`config.mk`:
```
export PLATFORM = sky130hd
export DESIGN_NAME = sbi_core
export DESIGN_NICKNAME = d
export VERILOG_FILES = /design/src/sbi_pkg.sv /design/src/sbi_core.sv /design/src/sbi_sync.sv
export SDC_FILE = /design/constraint.sdc
export NUM_CORES = 1
export LEC_CHECK = 0
export ABC_AREA = 1
export BUFFER_PORTS_ARGS = -buffer_cell sky130_fd_sc_hd__buf_2
export CAP_MARGIN = 20
export CORE_ASPECT_RATIO = 1.25
export CORE_MARGIN = 8
export CORE_UTILIZATION = 50
export CTS_CLUSTER_SIZE = 30
export DETAILED_ROUTE_END_ITERATION = 8
export PLACE_DENSITY = 0.74
export SKIP_LAST_GASP = 1
export SLEW_MARGIN = 20
export SYNTH_ARGS = -nofsm -noshare
export SYNTH_HDL_FRONTEND = slang
export SYNTH_SLANG_ARGS = --single-unit
```
`constraint.sdc`:
```
create_clock -name clk_sys -period 2.16 [get_ports clk_sys]
set_input_delay 0.108 -clock clk_sys [delete_from_list [all_inputs] [get_ports clk_sys]]
set_output_delay 0.108 -clock clk_sys [all_outputs]
set_load 0.1 [all_outputs]
```
`src/sbi_pkg.sv`:
```
package sbi_pkg;
	// ==========================================
	// geometry
	localparam int WORD_W     = 8;
	localparam int FIFO_DEPTH = 4;
	localparam int SYNC_W     = 3;

	// ==========================================
	// register byte offsets
	localparam logic [4:0] ADR_CTRL    = 5'h00;
	localparam logic [4:0] ADR_DATA    = 5'h04;
	localparam logic [4:0] ADR_STAT    = 5'h08;
	localparam logic [4:0] ADR_IRQ_ST  = 5'h0C;
	localparam logic [4:0] ADR_IRQ_CLR = 5'h10;
	localparam logic [4:0] ADR_IRQ_EN  = 5'h14;

	// ==========================================
	// control register fields
	localparam int CTL_FRM_BIT = 31;
	localparam int CTL_ON_BIT  = 15;
	localparam int CTL_AUD_BIT = 7;
	localparam int CTL_POL_BIT = 6;
	localparam int CTL_DIS_BIT = 4;
	localparam int CTL_TXS_LSB = 2;
	localparam int CTL_RXS_LSB = 0;

	// status register fields
	localparam int STAT_BUSY_BIT = 0;
	localparam int STAT_TXC_LSB  = 8;
	localparam int STAT_RXC_LSB  = 16;

	// interrupt status bits
	localparam int IRQ_W       = 3;
	localparam int IRQ_TX_BIT  = 0;
	localparam int IRQ_RX_BIT  = 1;
	localparam int IRQ_OVF_BIT = 2;
	localparam logic [IRQ_W-1:0] IRQ_RST = 3'h0;

	// interrupt select encodings
	localparam logic [1:0] SEL_3 = 2'h3;
	localparam logic [1:0] SEL_2 = 2'h2;
	localparam logic [1:0] SEL_1 = 2'h1;
	localparam logic [1:0] SEL_0 = 2'h0;

	// ==========================================
	// carriers
	typedef struct packed {
		logic       framed_mode_enable;
		logic       on;
		logic       audio_protocol_enable;
		logic       clock_polarity;
		logic       input_pin_disable;
		logic [1:0] tx_irq_select;
		logic [1:0] rx_irq_select;
	} sbi_ctrl_t;

	localparam sbi_ctrl_t CTRL_RST = '0;

	typedef struct packed {
		logic sck;
		logic ss_n;
		logic sdi;
	} sbi_link_t;

	typedef enum logic {SH_IDLE, SH_ACTIVE} sbi_sh_state_t;
endpackage

```
`src/sbi_core.sv`:
```
// The register offsets and the Wishbone register port are this design's own decisions.
`timescale 1ns/10ps
module sbi_core import sbi_pkg::*; #(
	parameter int DEPTH = FIFO_DEPTH,
	parameter int WIDTH = WORD_W
) (
	// system
	input  wire logic        clk_sys,
	input  wire logic        rst_n,
	// wishbone slave
	input  wire logic [31:0] wb_adr_i,
	input  wire logic [31:0] wb_dat_i,
	input  wire logic [3:0]  wb_sel_i,
	input  wire logic        wb_we_i,
	input  wire logic        wb_cyc_i,
	input  wire logic        wb_stb_i,
	output logic      [31:0] wb_dat_o,
	output logic             wb_ack_o,
	// serial link
	input  wire logic        sck_i,
	input  wire logic        ss_n_i,
	input  wire logic        sdi_i,
	output logic             sdo_o,
	output logic             sdo_oe_o,
	output logic             sdi_owned_o,
	// interrupts
	output logic             tx_irq_o,
	output logic             rx_irq_o,
	output logic             irq_o
);
	localparam int PTR_W = $clog2(DEPTH);
	localparam int CNT_W = $clog2(DEPTH + 1);
	localparam int BIT_W = $clog2(WIDTH);
	localparam logic [CNT_W-1:0] FULL_CNT = CNT_W'(DEPTH);
	localparam logic [CNT_W-1:0] HALF_CNT = CNT_W'(DEPTH / 2);
	localparam logic [BIT_W-1:0] LAST_BIT = BIT_W'(WIDTH - 1);

	sbi_ctrl_t        ctrl_q;
	logic [IRQ_W-1:0] irq_st_q;
	logic [IRQ_W-1:0] irq_en_q;
	logic             ack_q;
	logic [31:0]      dat_q;
	logic [WIDTH-1:0] tx_mem [DEPTH];
	logic [WIDTH-1:0] rx_mem [DEPTH];
	logic [PTR_W-1:0] tx_wr_q, tx_rd_q, rx_wr_q, rx_rd_q;
	logic [CNT_W-1:0] tx_cnt_q, rx_cnt_q;
	sbi_sh_state_t    sh_q;
	logic [BIT_W-1:0] bit_cnt_q;
	logic [WIDTH-1:0] tx_sh_q, rx_sh_q;
	logic             sck_prev_q;
	logic             sdo_q, sdo_oe_q, sdi_own_q, tx_irq_q, rx_irq_q, irq_q;
	sbi_link_t        link_raw, link_s;
	logic             req, wr, rd, sel_ctrl, sel_data;
	logic             tx_push, tx_pop, rx_push, rx_pop, rx_ovf;
	logic             pol_eff, sck_n, lead, trail, frame_act, in_bit, busy;
	logic             tx_cond, rx_cond;
	logic [31:0]      wmask, ctrl_word, ctrl_new;
	logic [WIDTH-1:0] rx_word;

	// ==========================================
	// pin synchroniser
	assign link_raw = '{sck: sck_i, ss_n: ss_n_i, sdi: sdi_i};

	sbi_sync #(.W(SYNC_W)) u_sync (
		.clk_sys (clk_sys),
		.rst_n   (rst_n),
		.d_i     (link_raw),
		.q_o     (link_s)
	);

	// ==========================================
	// bus decode; a request is taken once, ack follows one cycle later
	assign req      = wb_cyc_i && wb_stb_i && !ack_q;
	assign wr       = req && wb_we_i;
	assign rd       = req && !wb_we_i;
	assign sel_ctrl = (wb_adr_i[4:0] == ADR_CTRL);
	assign sel_data = (wb_adr_i[4:0] == ADR_DATA);
	assign wmask    = {{8{wb_sel_i[3]}}, {8{wb_sel_i[2]}}, {8{wb_sel_i[1]}}, {8{wb_sel_i[0]}}};

	// control register as a bus word
	always_comb
	begin
		ctrl_word = 32'h0000_0000;
		ctrl_word[CTL_FRM_BIT] = ctrl_q.framed_mode_enable;
		ctrl_word[CTL_ON_BIT]  = ctrl_q.on;
		ctrl_word[CTL_AUD_BIT] = ctrl_q.audio_protocol_enable;
		ctrl_word[CTL_POL_BIT] = ctrl_q.clock_polarity;
		ctrl_word[CTL_DIS_BIT] = ctrl_q.input_pin_disable;
		ctrl_word[CTL_TXS_LSB +: 2] = ctrl_q.tx_irq_select;
		ctrl_word[CTL_RXS_LSB +: 2] = ctrl_q.rx_irq_select;
		ctrl_new = (ctrl_word & ~wmask) | (wb_dat_i & wmask);
	end

	// control writes
	always_ff @(posedge clk_sys)
	begin
		if (!rst_n)
			ctrl_q <= CTRL_RST;
		else if (wr && sel_ctrl)
		begin
			ctrl_q.on                <= ctrl_new[CTL_ON_BIT];
			ctrl_q.input_pin_disable <= ctrl_new[CTL_DIS_BIT];
			ctrl_q.tx_irq_select     <= ctrl_new[CTL_TXS_LSB +: 2];
			ctrl_q.rx_irq_select     <= ctrl_new[CTL_RXS_LSB +: 2];
			if (!ctrl_q.on)
			begin
				ctrl_q.framed_mode_enable    <= ctrl_new[CTL_FRM_BIT];
				ctrl_q.audio_protocol_enable <= ctrl_new[CTL_AUD_BIT];
				ctrl_q.clock_polarity        <= ctrl_new[CTL_POL_BIT];
			end
		end
	end

	// read mux and ack; unmapped offsets read zero and still ack
	always_ff @(posedge clk_sys)
	begin
		if (!rst_n)
		begin
			ack_q <= 1'b0;
			dat_q <= 32'h0000_0000;
		end
		else
		begin
			ack_q <= req;
			dat_q <= 32'h0000_0000;
			if (rd)
			begin
				case (wb_adr_i[4:0])
					ADR_CTRL:   dat_q <= ctrl_word;
					ADR_DATA:   dat_q <= 32'(rx_mem[rx_rd_q]);
					ADR_STAT:
					begin
						dat_q[STAT_BUSY_BIT]           <= busy;
						dat_q[STAT_TXC_LSB +: CNT_W]   <= tx_cnt_q;
						dat_q[STAT_RXC_LSB +: CNT_W]   <= rx_cnt_q;
					end
					ADR_IRQ_ST: dat_q <= 32'(irq_st_q);
					ADR_IRQ_EN: dat_q <= 32'(irq_en_q);
					default:    dat_q <= 32'h0000_0000;
				endcase
			end
		end
	end

	// ==========================================
	// buffers; a push to a full tx buffer is dropped, rx overflow is flagged
	assign tx_push = wr && sel_data && wb_sel_i[0] && (tx_cnt_q != FULL_CNT) && ctrl_q.on;
	assign rx_pop  = rd && sel_data && (rx_cnt_q != '0);
	assign rx_ovf  = rx_push && (rx_cnt_q == FULL_CNT);

	always_ff @(posedge clk_sys)
	begin
		if (tx_push)
			tx_mem[tx_wr_q] <= wb_dat_i[WIDTH-1:0];
		if (rx_push && !rx_ovf)
			rx_mem[rx_wr_q] <= rx_word;
	end

	// pointers and counts; switching off flushes both buffers
	always_ff @(posedge clk_sys)
	begin
		if (!rst_n || !ctrl_q.on)
		begin
			tx_wr_q  <= '0;
			tx_rd_q  <= '0;
			tx_cnt_q <= '0;
			rx_wr_q  <= '0;
			rx_rd_q  <= '0;
			rx_cnt_q <= '0;
		end
		else
		begin
			tx_wr_q  <= tx_wr_q + PTR_W'(tx_push);
			tx_rd_q  <= tx_rd_q + PTR_W'(tx_pop);
			tx_cnt_q <= tx_cnt_q + CNT_W'(tx_push) - CNT_W'(tx_pop);
			rx_wr_q  <= rx_wr_q + PTR_W'(rx_push && !rx_ovf);
			rx_rd_q  <= rx_rd_q + PTR_W'(rx_pop);
			rx_cnt_q <= rx_cnt_q + CNT_W'(rx_push && !rx_ovf) - CNT_W'(rx_pop);
		end
	end

	// ==========================================
	// link edges
	// audio forces polarity
	assign pol_eff = ctrl_q.clock_polarity || ctrl_q.audio_protocol_enable;
	assign sck_n   = link_s.sck ^ pol_eff;
	assign lead    = sck_n && !(sck_prev_q ^ pol_eff);
	assign trail   = !sck_n && (sck_prev_q ^ pol_eff);
	assign frame_act = ctrl_q.on && (ctrl_q.framed_mode_enable || !link_s.ss_n);
	assign in_bit  = ctrl_q.input_pin_disable ? 1'b0 : link_s.sdi;
	assign rx_word = {rx_sh_q[WIDTH-2:0], in_bit};
	assign busy    = (sh_q == SH_ACTIVE);
	assign tx_pop  = (sh_q == SH_IDLE) && frame_act && (tx_cnt_q != '0);
	assign rx_push = busy && frame_act && lead && (bit_cnt_q == LAST_BIT);

	always_ff @(posedge clk_sys)
	begin
		if (!rst_n)
			sck_prev_q <= 1'b0;
		else
			sck_prev_q <= link_s.sck;
	end

	// shifter: loads a word (or zeros when starved), counts lead edges
	always_ff @(posedge clk_sys)
	begin
		if (!rst_n || !ctrl_q.on)
		begin
			sh_q      <= SH_IDLE;
			bit_cnt_q <= '0;
			tx_sh_q   <= '0;
			rx_sh_q   <= '0;
		end
		else
		begin
			case (sh_q)
				SH_IDLE:
				begin
					bit_cnt_q <= '0;
					if (frame_act)
					begin
						tx_sh_q <= (tx_cnt_q != '0) ? tx_mem[tx_rd_q] : '0;
						sh_q    <= SH_ACTIVE;
					end
				end
				SH_ACTIVE:
				begin
					if (!frame_act)
						sh_q <= SH_IDLE;
					else if (lead)
					begin
						rx_sh_q   <= rx_word;
						bit_cnt_q <= bit_cnt_q + BIT_W'(1);
						if (bit_cnt_q == LAST_BIT)
							sh_q <= SH_IDLE;
					end
					else if (trail)
						tx_sh_q <= {tx_sh_q[WIDTH-2:0], 1'b0};
				end
				default: sh_q <= SH_IDLE;
			endcase
		end
	end

	// pin drivers; data out lags the shifter by one system cycle, far inside a link half period
	always_ff @(posedge clk_sys)
	begin
		if (!rst_n)
		begin
			sdo_q     <= 1'b0;
			sdo_oe_q  <= 1'b0;
			sdi_own_q <= 1'b0;
		end
		else
		begin
			sdo_q     <= tx_sh_q[WIDTH-1];
			sdo_oe_q  <= frame_act;
			sdi_own_q <= !ctrl_q.input_pin_disable;
		end
	end

	// ==========================================
	// interrupt conditions
	// continuous evaluation
	always_comb
	begin
		case (ctrl_q.tx_irq_select)
			SEL_3:   tx_cond = (tx_cnt_q != FULL_CNT);
			SEL_2:   tx_cond = (tx_cnt_q <= FULL_CNT - HALF_CNT);
			// empty, or empty and shifter done
			SEL_1:   tx_cond = (tx_cnt_q == '0);
			default: tx_cond = (tx_cnt_q == '0) && !busy;
		endcase
		case (ctrl_q.rx_irq_select)
			SEL_3:   rx_cond = (rx_cnt_q == FULL_CNT);
			SEL_2:   rx_cond = (rx_cnt_q >= HALF_CNT);
			// not empty, or last word read
			SEL_1:   rx_cond = (rx_cnt_q != '0);
			default: rx_cond = rx_pop && (rx_cnt_q == CNT_W'(1));
		endcase
	end

	// sticky status, enable and line; a set in the clearing cycle wins
	always_ff @(posedge clk_sys)
	begin
		if (!rst_n)
		begin
			irq_st_q <= IRQ_RST;
			irq_en_q <= IRQ_RST;
			tx_irq_q <= 1'b0;
			rx_irq_q <= 1'b0;
			irq_q    <= 1'b0;
		end
		else
		begin
			irq_st_q <= (irq_st_q & ~((wr && wb_adr_i[4:0] == ADR_IRQ_CLR) ? wb_dat_i[IRQ_W-1:0] : IRQ_RST))
				| {rx_ovf, rx_cond && ctrl_q.on, tx_cond && ctrl_q.on};
			if (wr && wb_adr_i[4:0] == ADR_IRQ_EN)
				irq_en_q <= wb_dat_i[IRQ_W-1:0];
			tx_irq_q <= tx_cond && ctrl_q.on;
			rx_irq_q <= rx_cond && ctrl_q.on;
			irq_q    <= |(irq_st_q & irq_en_q);
		end
	end

	assign wb_ack_o    = ack_q;
	assign wb_dat_o    = dat_q;
	assign sdo_o       = sdo_q;
	assign sdo_oe_o    = sdo_oe_q;
	assign sdi_owned_o = sdi_own_q;
	assign tx_irq_o    = tx_irq_q;
	assign rx_irq_o    = rx_irq_q;
	assign irq_o       = irq_q;

	// ==========================================
	// checks
	chk_sdi_ignored: assert property (@(posedge clk_sys) disable iff (!rst_n)
		(busy && lead && frame_act && ctrl_q.input_pin_disable) |=> !rx_sh_q[0])
		else $error("serial input used while disabled");
	chk_tx_any_free: assert property (@(posedge clk_sys) disable iff (!rst_n)
		(ctrl_q.on && ctrl_q.tx_irq_select == SEL_3 && tx_cnt_q != FULL_CNT) |=> tx_irq_q)
		else $error("tx request missing with free slot");
	chk_tx_empty_only: assert property (@(posedge clk_sys) disable iff (!rst_n)
		(ctrl_q.tx_irq_select == SEL_1 && tx_cnt_q != '0) |=> !tx_irq_q)
		else $error("tx request while buffer not empty");
	chk_rx_full_only: assert property (@(posedge clk_sys) disable iff (!rst_n)
		(ctrl_q.on && ctrl_q.rx_irq_select == SEL_3) |=> (rx_irq_q == ($past(rx_cnt_q) == FULL_CNT)))
		else $error("rx full request wrong");
	chk_rx_last_read: assert property (@(posedge clk_sys) disable iff (!rst_n)
		(ctrl_q.on && ctrl_q.rx_irq_select == SEL_0 && !rx_pop) |=> !rx_irq_q)
		else $error("rx request without final read");
	chk_lock_held: assert property (@(posedge clk_sys) disable iff (!rst_n)
		(wr && sel_ctrl && ctrl_q.on) |=> $stable(ctrl_q.clock_polarity) && $stable(ctrl_q.framed_mode_enable))
		else $error("locked bit changed while on");
	chk_audio_pol: assert property (@(posedge clk_sys) disable iff (!rst_n)
		ctrl_q.audio_protocol_enable |-> (sck_n == !link_s.sck))
		else $error("audio mode not using polarity one");
	chk_irq_line: assert property (@(posedge clk_sys) disable iff (!rst_n)
		(|(irq_st_q & irq_en_q)) |=> irq_q [*1] ##1 (irq_q || !$past(|(irq_st_q & irq_en_q))))
		else $error("interrupt line not raised");
endmodule

```
`src/sbi_sync.sv`:
```
`timescale 1ns/10ps
module sbi_sync #(
	parameter int W = 1
) (
	// clock and reset
	input  wire logic         clk_sys,
	input  wire logic         rst_n,
	// async in, synced out
	input  wire logic [W-1:0] d_i,
	output logic      [W-1:0] q_o
);
	logic [W-1:0] meta_q;
	logic [W-1:0] sync_q;

	// ==========================================
	// two stages; the first is read only by the second
	always_ff @(posedge clk_sys)
	begin
		if (!rst_n)
		begin
			meta_q <= '0;
			sync_q <= '0;
		end
		else
		begin
			meta_q <= d_i;
			sync_q <= meta_q;
		end
	end

	assign q_o = sync_q;
endmodule
```
# [Word level (Yosys, flattened, before mapping)]
# Memory sizes are Yosys's and may differ from the RTL's. A register that Yosys moved wholly into a read port is not among the register bits.
# Index checks and enable logic that the tools add are counted.
[totals] regBits=94 ram_bits=64 out_inout_bits=39 wordCells=155 memories=2
[mem_list] name="rx_mem" words=4 width=8 read_ports=1 rd_ports_with_merged_regs=1 write_ports=1 line_no="sbi_core.sv:44" source="logic [WIDTH-1:0] rx_mem [DEPTH];"
[mem_list] name="tx_mem" words=4 width=8 read_ports=1 rd_ports_with_merged_regs=1 write_ports=1 line_no="sbi_core.sv:43" source="logic [WIDTH-1:0] tx_mem [DEPTH];"
[classes] add_sub_neg=9 order_cmp=2 n_eq_ne=20 muxes=26 n_bitwise=12 n_reduce_logical=52
[ops] operator="$and 32x32->32" count=2
[ops] operator="$mux 8" count=5
[ops] operator="$not 32->32" count=1
[ops] operator="$or 32x32->32" count=1
[ops] operator="$pmux 7 s4" count=1
[ops] operator="$logic_and 1x1->1" count=27
[ops] operator="$pmux 8 s2" count=1
[ops] operator="$eq 5x4->1 const B" count=2
[ops] operator="$eq 5x5->1 const B" count=2
[ops] operator="$logic_not 1->1" count=10
[ops] operator="$mux 1" count=9
[ops] operator="$mux 3" count=3
[ops] operator="$reduce_and 3->1" count=3
[ops] operator="$add 2x1->2" count=4
[ops] operator="$eq 2x2->1 const B" count=4
[ops] operator="$add 3x1->3" count=2
[ops] operator="$and 3x3->3" count=2
[ops] operator="$eq 3x3->1 const B" count=2
[ops] operator="$ne 2x1->1 const B" count=3
[ops] operator="$pmux 1 s3" count=2
[ops] operator="$pmux 3 s2" count=1
[ops] operator="$reduce_and 2->1" count=3
[ops] operator="$reduce_bool 3->1" count=2
[ops] operator="$sub 3x1->3" count=2
[ops] operator="other kinds (20)" count=27

# [Depth between registers and ports, before layout]
# Gate-level depths: netlist (run 1).
[depth] ltp_word=11 ltp_mapped=11 mapped_depth_nobuf=11

# [Hierarchy]
# From an unflattened synthesis (run 1), not the netlist that was laid out.
[hier_totals] hier_cells=702 area_unflattened_um2=6159.7
[by_module_without_submodules] mod="sbi_core" instances=1 cells_per_inst=684 area_per_inst_um2=5994.5
[by_module_without_submodules] mod="sbi_sync" instances=1 cells_per_inst=18 area_per_inst_um2=165.2

# [Worst setup path before layout (run 1)]
# Ideal clock, no wire load.
[synth_path] kind="register to register" from="register ack_q (netlist: wb_ack_o)" to="register tx_cnt_q[2]" arrival_time_ps=2347 t_required_ps=2032 slack_ps=-315 path_stages_with_launch=12 path_buffers=0 period_less_slack_ps=2475 cell_sequence="dfxtp_1 inv_2 nand4_1 nor3_1 nand2_2 ha_1 inv_1 ha_1 inv_1 fa_1 xnor2_1 nor2_1"
[synth_between] elab_chain_cells=9
[synth_rtl] item="start, declared" line_no="sbi_core.sv:41" source="logic ack_q;"
[synth_rtl] item="start signal, assigned" line_no="sbi_core.sv:124" source="ack_q <= req;"
[synth_rtl] item="$logic_not 1->1" line_no="sbi_core.sv:73" source="assign req = wb_cyc_i && wb_stb_i && !ack_q;"
[synth_rtl] item="$logic_and 1x1->1" line_no="sbi_core.sv:73"
[synth_rtl] item="$logic_and 1x1->1" line_no="sbi_core.sv:74" source="assign wr = req && wb_we_i;"
[synth_rtl] item="$logic_and 1x1->1 (4 in series)" line_no="sbi_core.sv:147" source="assign tx_push = wr && sel_data && wb_sel_i[0] && (tx_cnt_q != FULL_CNT) && ctrl_q.on;"
[synth_rtl] item="$add 3x1->3" line_no="sbi_core.sv:175" source="tx_cnt_q <= tx_cnt_q + CNT_W'(tx_push) - CNT_W'(tx_pop);"
[synth_rtl] item="$sub 3x1->3" line_no="sbi_core.sv:175"
[synth_rtl] item="end signal, assigned" line_no="sbi_core.sv:175"
[synth_rtl] item="end, declared" line_no="sbi_core.sv:46" source="logic [CNT_W-1:0] tx_cnt_q, rx_cnt_q;"
# No other way between the ends.
# A chain may end at the register's enable or synchronous reset.

==> metrics.yaml, run 1 <==
global_routing:
  grt_pass1_wl_mm: 23.0
  overflow: 0
  antenna_found_initial: 1
  grt_pass1_vias: 4767
  grt_max_degree: 23
  grt.total_usage_pct: 18.4
sta:
  finalHoldViolations: 1
  slew_headroom_pct: 65.8
  fmax_mhz: 476
  setup_slack_ps: 59.7
  finClkSkew_ps: 8.76
  period_minus_slack_ps: 2100
  fin_crit_sh_pct: 97.2
  finalSetupViolCount: 0
  final-max-slew-violation-count: 0
  tightest_slew_ps: 513
  holdWs_ps: -3.00
setup_path:
  end_kind: "flip-flop"
  critical_path.max_fanout: 5
  crit_path_start_kind: "flip-flop"
  cp.required_ps: 2460
  critPathKind: "reg2reg"
  worstPathArrival_ps: 2400
yosys:
  seq_area_frac_synth_pct: 57.0
  synth_mux_area_share_pct: 0
  synthArstFlopShare_pct: 0
  synthAdderAreaFrac_pct: 3.11
  synth_top_family_by_area: "simple AND/OR/NAND/NOR gates"
  ys_ff_latch: 142
  synth-edff-count: 64
  synthSimpleGateAreaFrac_pct: 22.7
  ys.flop_type: "dfxtp_1"
  synth_area_sq_um: 6110
  synth-xor-area-share_pct: 0.861
  synthCells: 687
  synthDistinctLibCells: 42
  syn_avg_cell_area_sq_um: 8.89
  ys_warn_count: 0
  synth_compound_area_share_pct: 6.15
layout:
  num_antenna_cells: 0
  multi_input_area_sq_um: 2130
  nFillCells: 960
  layout-drive-gt1-share_pct: 19.7
  seqCellArea_sq_um: 3500
  nets: 881
  area_delta_synth_final_pct: 22.7
  fin_util_pct: 62.2
die:
  design.core.area_sq_um: 12000
  dieHeight_um: 140
  start_util_pct: 50.7
  die_width_um: 115
  pin_count: 115
  die_area_sq_um: 16000
  num_rows: 45
routing:
  wirelength_mm: 14.3
  detail_route.vias_per_cell: 4.99
  drt_iter0_markers: 320
  ant_nets: 0
  drc: 0
  first_pass_iters: 5
  vias: 4826
  wl_per_cell_um: 14.8
placed_design:
  gp_congestion: 0.864
  placement.io_buffers: 48
  dp_hpwl_mm: 10.1
  dp_slack_ps: 0.208
cts:
  root_buffer: "clkbuf_16"
  cts_tree: "done"
  numCtsBuffers: 17
  htreeDepth: 4
  cts_max_path_buffers: 2
  clock_latency_ps: 410
  clk_pin_slew_ps: 60
  cts_sinks: 142
run:
  maxCapViolCount: 0
status:
  violations: "negative hold slack"
  status: "complete, but fails checks"
power_and_ir_drop:
  power.leakage_nw: 3.22
  power_per_cell_area_nw_per_um2: 772
  peakVddDrop_v: 0.000518
worst_hold_path:
  hold_path.class: "in2reg"
layout make-up:
class	count	share of cell area, %
Timing Repair Buffer	103	9.29
Multi-Input combinational cell	418	28.4
Sequential cell	142	46.7
Inverter	109	5.46
Tap cell	164	2.74
Clock inverter	13	1.54
Clock buffer	19	5.91
cells in the mapped netlist (9+ instances only):
cell type	number	share of area, %
a21oi_1	28	2.3
buf_2	9	0.74
buf_4	17	2.1
dfxtp_1	78	26
edfxtp_1	64	31
ha_1	12	2.5
inv_1	96	5.9
inv_2	9	0.55
nand2_1	137	8.4
nand3_1	45	3.7
nor2_1	95	5.8
nor3_1	15	1.2
o21ai_0	20	1.6
registers in the layout (all words and copies together), names as in the netlist, 3 cells and up, named ones only:
name / count
tx_mem: 32
rx_mem: 32
irq_st_q: 3
rx_sh_q: 7
u_sync.q_o: 3
irq_en_q: 3
tx_cnt_q: 3
wb_dat_o: 16
tx_sh_q: 8
bit_cnt_q: 3
rx_cnt_q: 3
u_sync.meta_q: 3
where the power goes:
part	leakage [nW]	total [W]	internal, W	switching, W
registers	1.18	0.00280	0.00280	0.00000390
clock network	0.267	0.00271	0.00161	0.00109
logic	1.78	0.000274	0.0000558	0.000218
cell families after synthesis:
group                      count (synthesis)
buffers and inverters                    142
other                                      1
xor gates and xnor gates                   6
DFF                                      142
and+or+nand+nor                          315
AOI/OAI and AO/OA                         67
adders and majority gates                 14
placed cells by master, fill, tap and decap left out, drive strengths merged, types with 2 or more instances in the layout:
cell         count
a22oi            3
buf             86
clkbuf          19
conb            16
clkinvlp         3
nand4            8
edfxtp          64
ha              12
o21a             2
clkinv          10
a21oi           30
o21ai           26
nor2           101
dlygate4sd3     17
nor3            15
xnor2            5
inv            108
fa               2
nand3           47
nand2          143
dfxtp           78
through the flow:
stage	setup TNS (ps)	instances	total power [W]	cell area (sq um)	hold WS (ps)
floorplan	-6.23	702	0.00307	6170	206
global placement	0	916	0.00310	6670	291
detailed placement	0	916	0.00311	6670	301
CTS	-7.26	965	0.00582	7410	2.23
global route	-52.0	968	0.00593	7490	18.3
finish	0	968	0.00579	7490	-3.00
worst paths after layout:
kind	slack, ps	cells after the start	endpoint	startpoint
worst min register to register	420	2	u_sync.q_o[0]	u_sync.meta_q[0]
worst max register to register	60	10	rx_cnt_q[2]	flip-flop
worst min-delay path	-3	3	flip-flop	wb_sel_i[3]
worst max-delay path	60	10	rx_cnt_q[2]	flip-flop
worst max-delay path, stage by stage (launching register included):
cell      delay (ps)
dfxtp_4          360
o21bai_1         190
nand2_2          110
nor2_4           150
nand4_4          130
ha_4             280
inv_1             30
ha_1             180
fa_1             370
xor2_1           140
nor2_1            50
per-layer routing:
layer,GRT usage (%),vias up,wire (um)
met3,5.02,42,874
li1,-,2364,-
met2,32.6,155,7540
met1,19.3,2263,5440
met4,8.95,2,436
met5,0,-,8
repair_timing:
| item | in CTS | in global routing |
|---|---|---|
| setup buffers | 0 | 3 |
| hold buffers | 17 | 0 |
| gates resized for setup | 4 | 13 |
| endpoints found under the setup margin | 3 | 4 |
| endpoints found under the hold margin | 38 | 0 |
| pin swaps | 0 | 8 |
Note: power is estimated with default switching activity, not from simulation.
==> run 2: changes to the inputs <==
--- a/config.mk
+++ b/config.mk
@@ -5,15 +5,14 @@
 export SDC_FILE = /design/constraint.sdc
 export NUM_CORES = 1
 export LEC_CHECK = 0
-export ABC_AREA = 1
+export ABC_AREA = 0
 export BUFFER_PORTS_ARGS = -buffer_cell sky130_fd_sc_hd__buf_2
 export CAP_MARGIN = 20
-export CORE_ASPECT_RATIO = 1.25
 export CORE_MARGIN = 8
-export CORE_UTILIZATION = 50
+export CORE_UTILIZATION = 49
 export CTS_CLUSTER_SIZE = 30
 export DETAILED_ROUTE_END_ITERATION = 8
-export PLACE_DENSITY = 0.74
+export PLACE_DENSITY = 0.73
 export SKIP_LAST_GASP = 1
 export SLEW_MARGIN = 20
 export SYNTH_ARGS = -nofsm -noshare
==> run 2 against run 1 <==
Against the previous run: the flow finishes with violations (negative setup slack); first-iteration DRC count down 7.5%; routed wire length down 6.3%; clock power up 7%; synthesized area down 4.8%; maximum frequency down 6.2%; register-to-register slack worse by 140 ps.
==> metrics.yaml, run 2 <==
status:
  status: "complete, but fails checks"
  violations: "negative setup slack"
sta:
  final-max-slew-violation-count: 0  # unchanged
  tightest_slew_ps: 869  # +357 ps
  setup_slack_ps: -78.0  # -138 ps
  finClkSkew_ps: 8.76  # -0.00208 ps
  period_minus_slack_ps: 2240  # +138 ps
  rsz0062_at_grt: "yes"
  finalSetupViolCount: 2  # +2
  fin_crit_sh_pct: 104  # +6.4 points
  slew_headroom_pct: 41.4  # -24 points
  fmax_mhz: 447  # -6.2%
  final.setup.tns_ps: -146  # -146 ps
  finalHoldViolations: 0  # -1
routing:
  wl_per_cell_um: 18.6  # +26%
  ant_nets: 0  # unchanged
  wirelength_mm: 13.4  # -6.3%
  detail_route.vias_per_cell: 5.59  # +12%
  drt_iter0_markers: 296  # -7.5%
  vias: 4012  # -17%
  first_pass_iters: 5  # unchanged
  drc: 0  # unchanged
setup_path:
  critPathKind: "reg2reg"
  critical_path.max_fanout: 3  # -2
  slowest_delay_ps: 380  # about the same
  crit_path_start: "sck_prev_q"
  crit_path_start_kind: "flip-flop"
  r2r_cells: 9  # -1
  cp_slowest_cell: "fa_1"
  r2r_slack_ps: -80  # -140 ps
  cp.required_ps: 2470  # about the same
  r2r_start: "sck_prev_q"
  end_kind: "flip-flop"
  path_delay_family: "adder cells"
  crit_chain: "nand2b_4, mux2_4, a2111o_1, ha_1, inv_1, ha_2, fa_1, xor2_1, nor2_1"
  critPathBufInv: 1  # unchanged
  timing.rr.end: "rx_cnt_q[2]"
  worstPathArrival_ps: 2540  # +140 ps
worst_hold_path:
  hold_path.class: "in2reg"
  min_from: "wb_sel_i[3]"
  holdPathStages: 3  # unchanged
die:
  num_rows: 39  # -13%
  die_area_sq_um: 15600  # -2.6%
  dieHeight_um: 125  # -10%
  pin_count: 115  # unchanged
  start_util_pct: 50.5  # -0.19 points
  design.core.area_sq_um: 11500  # -4.4%
  die_width_um: 125  # +8.8%
cts:
  root_buffer: "clkbuf_16"
  clock_latency_ps: 420  # about the same
  cts_sinks: 142  # unchanged
  cts_max_path_buffers: 2  # unchanged
  cts_tree: "done"
  htreeDepth: 4  # unchanged
  clk_pin_slew_ps: 60  # about the same
  numCtsBuffers: 17  # unchanged
yosys:
  syn_avg_cell_area_sq_um: 12.7  # +43%
  synthCells: 457  # -33%
  synthDistinctLibCells: 60  # +43%
  yosys-top-cells-count: "dfxtp_1 (78), edfxtp_1 (64), nand2_1 (28)"
  synth-edff-count: 64  # unchanged
  synth_top_cell_by_area: "edfxtp_1"
  synth_area_sq_um: 5810  # -4.8%
  ys_warn_count: 0  # unchanged
  netlist.area_leader.share_pct: 33.1  # +1.6 points
  synthArstFlopShare_pct: 0  # unchanged
  ys.flop_type: "dfxtp_1"
  seq_area_frac_synth_pct: 59.9  # +2.9 points
  ys_ff_latch: 142  # unchanged
  ys_top_cells_by_area: "edfxtp_1 (33%), dfxtp_1 (27%), mux4_2 (5.4%)"
  yosysMostFrequentCell: "dfxtp_1"
global_routing:
  antenna_found_initial: 0  # -1
  grt.total_usage_pct: 17.5  # -0.82 points
  grt_pass1_vias: 4096  # -14%
  grt_max_degree: 30  # +30%
  overflow: 0  # unchanged
  grt_pass1_wl_mm: 21.1  # -8.4%
layout:
  multi_input_area_sq_um: 2190  # +2.8%
  layout-drive-gt1-share_pct: 28.5  # +8.9 points
  area_delta_synth_final_pct: 24.6
  final_common_cell: "dfxtp_1"
  layout_common_cells: "dfxtp_1 (73), edfxtp_1 (64), buf_2 (48), buf_4 (44), nand2_1 (27)"
  num_antenna_cells: 0  # unchanged
  nets: 652  # -26%
  fin_util_pct: 62.9  # +0.73 points
  seqCellArea_sq_um: 3490  # -0.11%
  nFillCells: 873  # -9.1%
power_and_ir_drop:
  power.leakage_nw: 2.75  # -15%
  peakVddDrop_v: 0.000667  # +29%
  total_power_w: 0.00598  # +3.3%
  power_per_cell_area_nw_per_um2: 825  # +6.9%
placed_design:
  dp_hpwl_mm: 9.19  # -9.1%
  dp_slack_ps: -139  # -139 ps
  gp_congestion: 0.873  # +1.1%
  placement.io_buffers: 48  # unchanged
run:
  maxCapViolCount: 0  # unchanged
## run 2: changes by cell type in the layout (fill, tap and decap cells not counted), sizes merged, moves of 12 or more
| cell | change |
|---|---|
| nand2 | -115 |
| inv | -94 |
| nor2 | -80 |
| nand3 | -37 |
| mux2i | +22 |
| and2 | +18 |
| o21ai | -18 |
| and3 | +16 |
| mux4 | +14 |
| nor2b | +12 |
## run 2: final cells by class
type,instances,area share (%)
flip-flops and latches,142,48.2
multi-input cells,279,30.2
repair buffers,109,10.2
clock buffers,20,6.32
well taps,143,2.47
clock inverters,12,1.88
inverters,13,0.674
## run 2: per-stage QoR
step,hold WS [ps],instance area (sq um),instances
floorplan,207,5880,472
global placement,316,6400,667
detailed placement,326,6400,667
CTS,23.2,7180,716
global route,75.7,7240,718
finish,36.3,7240,718
## run 2: worst max path at each step
stage	end	depth (start not counted)
after CTS	rx_cnt_q[2]	9
after floorplan	rx_cnt_q[2]	9
after global placement	rx_cnt_q[2]	10
after global routing	rx_cnt_q[2]	9
after detailed placement	rx_cnt_q[2]	10
final	rx_cnt_q[2]	9
## run 2: power breakdown
part / total [W] / internal [W] / switching [W]
Clock: 0.00290 / 0.00177 / 0.00112
Combinational: 0.000275 / 0.0000670 / 0.000208
Sequential: 0.00281 / 0.00280 / 0.00000393
## run 2: cells by family after synthesis
| logic type | Yosys count | synth area share [%] |
|---|---|---|
| other cells | 1 | 0.0645 |
| flops | 142 | 59.9 |
| compound gates | 66 | 7.73 |
| xor+xnor | 6 | 0.904 |
| fa+ha+maj | 14 | 3.27 |
| simple gates | 140 | 14.1 |
| mux | 37 | 9.47 |
| buf+inv | 51 | 4.54 |
## run 2: repair_timing
action	4_1_cts	5_1_grt
endpoints found under the setup margin	4	28
buffers inserted	1	3
hold buffers	16	0
gates cloned	0	0
resized for setup	4	12
pin swaps	1	5
endpoints found under the hold margin	40	0
## run 2: layer usage
metal / vias up / track usage, % / share of wire, %
met3: 34 / 6.12 / 7.0
li1: 1868 / - / -
met5: - / 0 / 0
met4: 0 / 9.74 / 2.8
met1: 1948 / 19.3 / 40
met2: 162 / 29.3 / 50
## run 2: tightest hold or removal path, cell delays in order
cell and delay (ps):
buf_2 110, nand4b_1 110, mux2i_1 80
==> run 3: changes to the inputs <==
--- a/config.mk
+++ b/config.mk
@@ -12,9 +12,8 @@
 export CORE_UTILIZATION = 49
 export CTS_CLUSTER_SIZE = 30
 export DETAILED_ROUTE_END_ITERATION = 8
-export PLACE_DENSITY = 0.73
+export PLACE_DENSITY = 0.72
 export SKIP_LAST_GASP = 1
-export SLEW_MARGIN = 20
 export SYNTH_ARGS = -nofsm -noshare
 export SYNTH_HDL_FRONTEND = slang
 export SYNTH_SLANG_ARGS = --single-unit
==> run 3 against run 2 <==
Against the previous run: the run still ends with negative setup slack left; clock skew fell by 1.3 ps; worst setup slack got worse by 150 ps; utilization grew 0.20 points; critical path type unchanged; critical endpoint is now rx_cnt_q[1]; largest cell class unchanged; largest power group is now sequential cells; highest routed layer unchanged.
==> metrics.yaml, run 3 (same netlist as run 2, synthesis figures left out) <==
status:
  status: "complete, but fails checks"
  violations: "negative setup slack"
setup_path:
  worstPathArrival_ps: 2760  # +220 ps
  critPathKind: "reg2reg"
  timing.rr.end: "rx_cnt_q[1]"
  crit_path_start_kind: "flip-flop"
  r2r_cells: 8  # -1
  cp-endpoint: "rx_cnt_q[1]"
  critical_path.max_fanout: 2  # -1
  cp.required_ps: 2530  # +60 ps
  r2r_slack_ps: -230  # -150 ps
  crit_chain: "nor2_4, mux2_4, a2111o_1, ha_1, inv_1, ha_2, fa_2, and3_1"
  cp_slowest_cell: "fa_2"
  slowest_delay_ps: 510  # +130 ps
  end_kind: "flip-flop"
sta:
  holdWs_ps: 44.6  # +8.23 ps
  finalSetupViolCount: 2  # unchanged
  setup_slack_ps: -230  # -152 ps
  slew_headroom_pct: 37.2  # -4.2 points
  rsz0062_at_grt: "yes"
  period_minus_slack_ps: 2390  # +152 ps
  fin_crit_sh_pct: 111  # +7.0 points
  final.setup.tns_ps: -402  # -256 ps
  final-max-slew-violation-count: 0  # unchanged
  finalHoldViolations: 0  # unchanged
  finClkSkew_ps: 7.42  # -1.34 ps
  tightest_slew_ps: 932  # +62.1 ps
  fmax_mhz: 418  # -6.4%
routing:
  detail_route.vias_per_cell: 5.54  # -0.89%
  highest_layer: "met4"
  drt_iter0_markers: 262  # -11%
  drc: 0  # unchanged
  wl_met3_um: 888  # -5.8%
  vias: 3993  # -0.47%
  wl_met2_mm: 6.78  # +1.7%
  wirelength_mm: 13.4  # +0.15%
  first_pass_iters: 5  # unchanged
  wl_per_cell_um: 18.6  # -0.27%
  ant_nets: 0  # unchanged
  wl_met1_mm: 5.51  # +1.8%
power_and_ir_drop:
  power_per_cell_area_nw_per_um2: 807  # -2.3%
  power.leakage_nw: 2.75  # +0.10%
  peakVddDrop_v: 0.000808  # +21%
  total_power_w: 0.00586  # -2.0%
die:
  die_width_um: 125  # unchanged
  dieHeight_um: 125  # unchanged
  num_rows: 39  # unchanged
  pin_count: 115  # unchanged
  design.core.area_sq_um: 11500  # unchanged
  start_util_pct: 50.5  # unchanged
  die_area_sq_um: 15600  # unchanged
cts:
  htreeDepth: 4  # unchanged
  clk_pin_slew_ps: 60  # about the same
  cts_max_path_buffers: 2  # unchanged
  root_buffer: "clkbuf_16"
  numCtsBuffers: 17  # unchanged
  clock_latency_ps: 430  # about the same
  cts_tree: "done"
  cts_sinks: 142  # unchanged
placed_design:
  dp_slack_ps: -199  # -60.6 ps
  placement.io_buffers: 48  # unchanged
  dp_hpwl_mm: 9.23  # +0.53%
  placed_area_sq_um: 6410  # +0.12%
  gp_congestion: 0.873  # about the same
worst_hold_path:
  hold_path.class: "in2reg"
  min_from: "rst_n"
global_routing:
  grt_pass1_wl_mm: 21.4  # +1.6%
  overflow: 0  # unchanged
  grt.total_usage_pct: 17.6  # +0.052 points
  antenna_found_initial: 0  # unchanged
  grt_max_degree: 20  # -33%
  grt_pass1_vias: 4119  # +0.56%
layout:
  num_antenna_cells: 0  # unchanged
  layout_common_cells: "dfxtp_1 (73), edfxtp_1 (64), buf_2 (48), buf_4 (44), nand2_1 (28)"
  nets: 655  # +0.46%
  design_area_sq_um: 7270  # +0.31%
  final_common_cell: "dfxtp_1"
  layout-drive-gt1-share_pct: 30.1  # +1.6 points
  area_delta_synth_final_pct: 25.0
run:
  maxCapViolCount: 0  # unchanged
## run 3: cell types whose count changed in the layout (fill, tap and decap cells not counted), sizes merged, moves of 2 or more
cell and change:
clkinv -4, clkinvlp +4, inv +4, clkbuf -3, buf +2
## run 3: per-stage QoR
step	std cells	util, %
after floorplan	472	-
after global placement	668	55.7
after CTS	718	62.2
after global routing	721	63.1
after detailed placement	668	55.7
final	721	63.1
## run 3: worst max-delay path, delay by kind of cell, from the launching register on
kind / cells / cell delay, ps
flip-flops: 1 / 330
AO/OA/AOI/OAI: 1 / 390
adder cells (fa/ha/maj): 3 / 980
AND/OR/NAND/NOR: 2 / 270
multiplexers: 1 / 320
buffers and inverters: 1 / 50
## run 3: worst min path at each step
stage / end / slack, ps / depth (start not counted)
6_report: flip-flop / 40 / 2
4_1_cts: flip-flop / 20 / 2
2_1_floorplan: tx_mem[0][0] / 210 / 0
3_3_place_gp: u_sync.meta_q[1] / 310 / 2
3_5_place_dp: u_sync.meta_q[0] / 320 / 2
5_1_grt: flip-flop / 40 / 2
## run 3: final cells by class
class,instances,area [sq um]
Fill cell,844,4250
Sequential cell,142,3490
Multi-Input combinational cell,279,2200
Timing Repair Buffer,112,774
Clock buffer,17,425
Tap cell,143,179
Clock inverter,15,139
Inverter,13,51.3
## run 3: routing by layer
layer / up-vias / track usage (%)
li1: 1869 / -
met1: 1969 / 20.4
met2: 134 / 29.9
met3: 21 / 5.23
met4: 0 / 7.52
met5: - / 0
## run 3: repair_timing
item / CTS / global route
hold buffers: 17 / 0
hold endpoints to repair: 40 / 0
setup buffers: 1 / 5
setup endpoints to repair: 4 / 28
resized for setup: 5 / 19
pin swaps: 0 / 8
## run 3: report_power, final
| group | switching, W | leakage [nW] | total (W) | internal, W |
|---|---|---|---|---|
| logic | 0.000208 | 1.33 | 0.000278 | 0.0000697 |
| clock network | 0.00118 | 0.263 | 0.00278 | 0.00160 |
| registers | 0.00000401 | 1.16 | 0.00281 | 0.00280 |
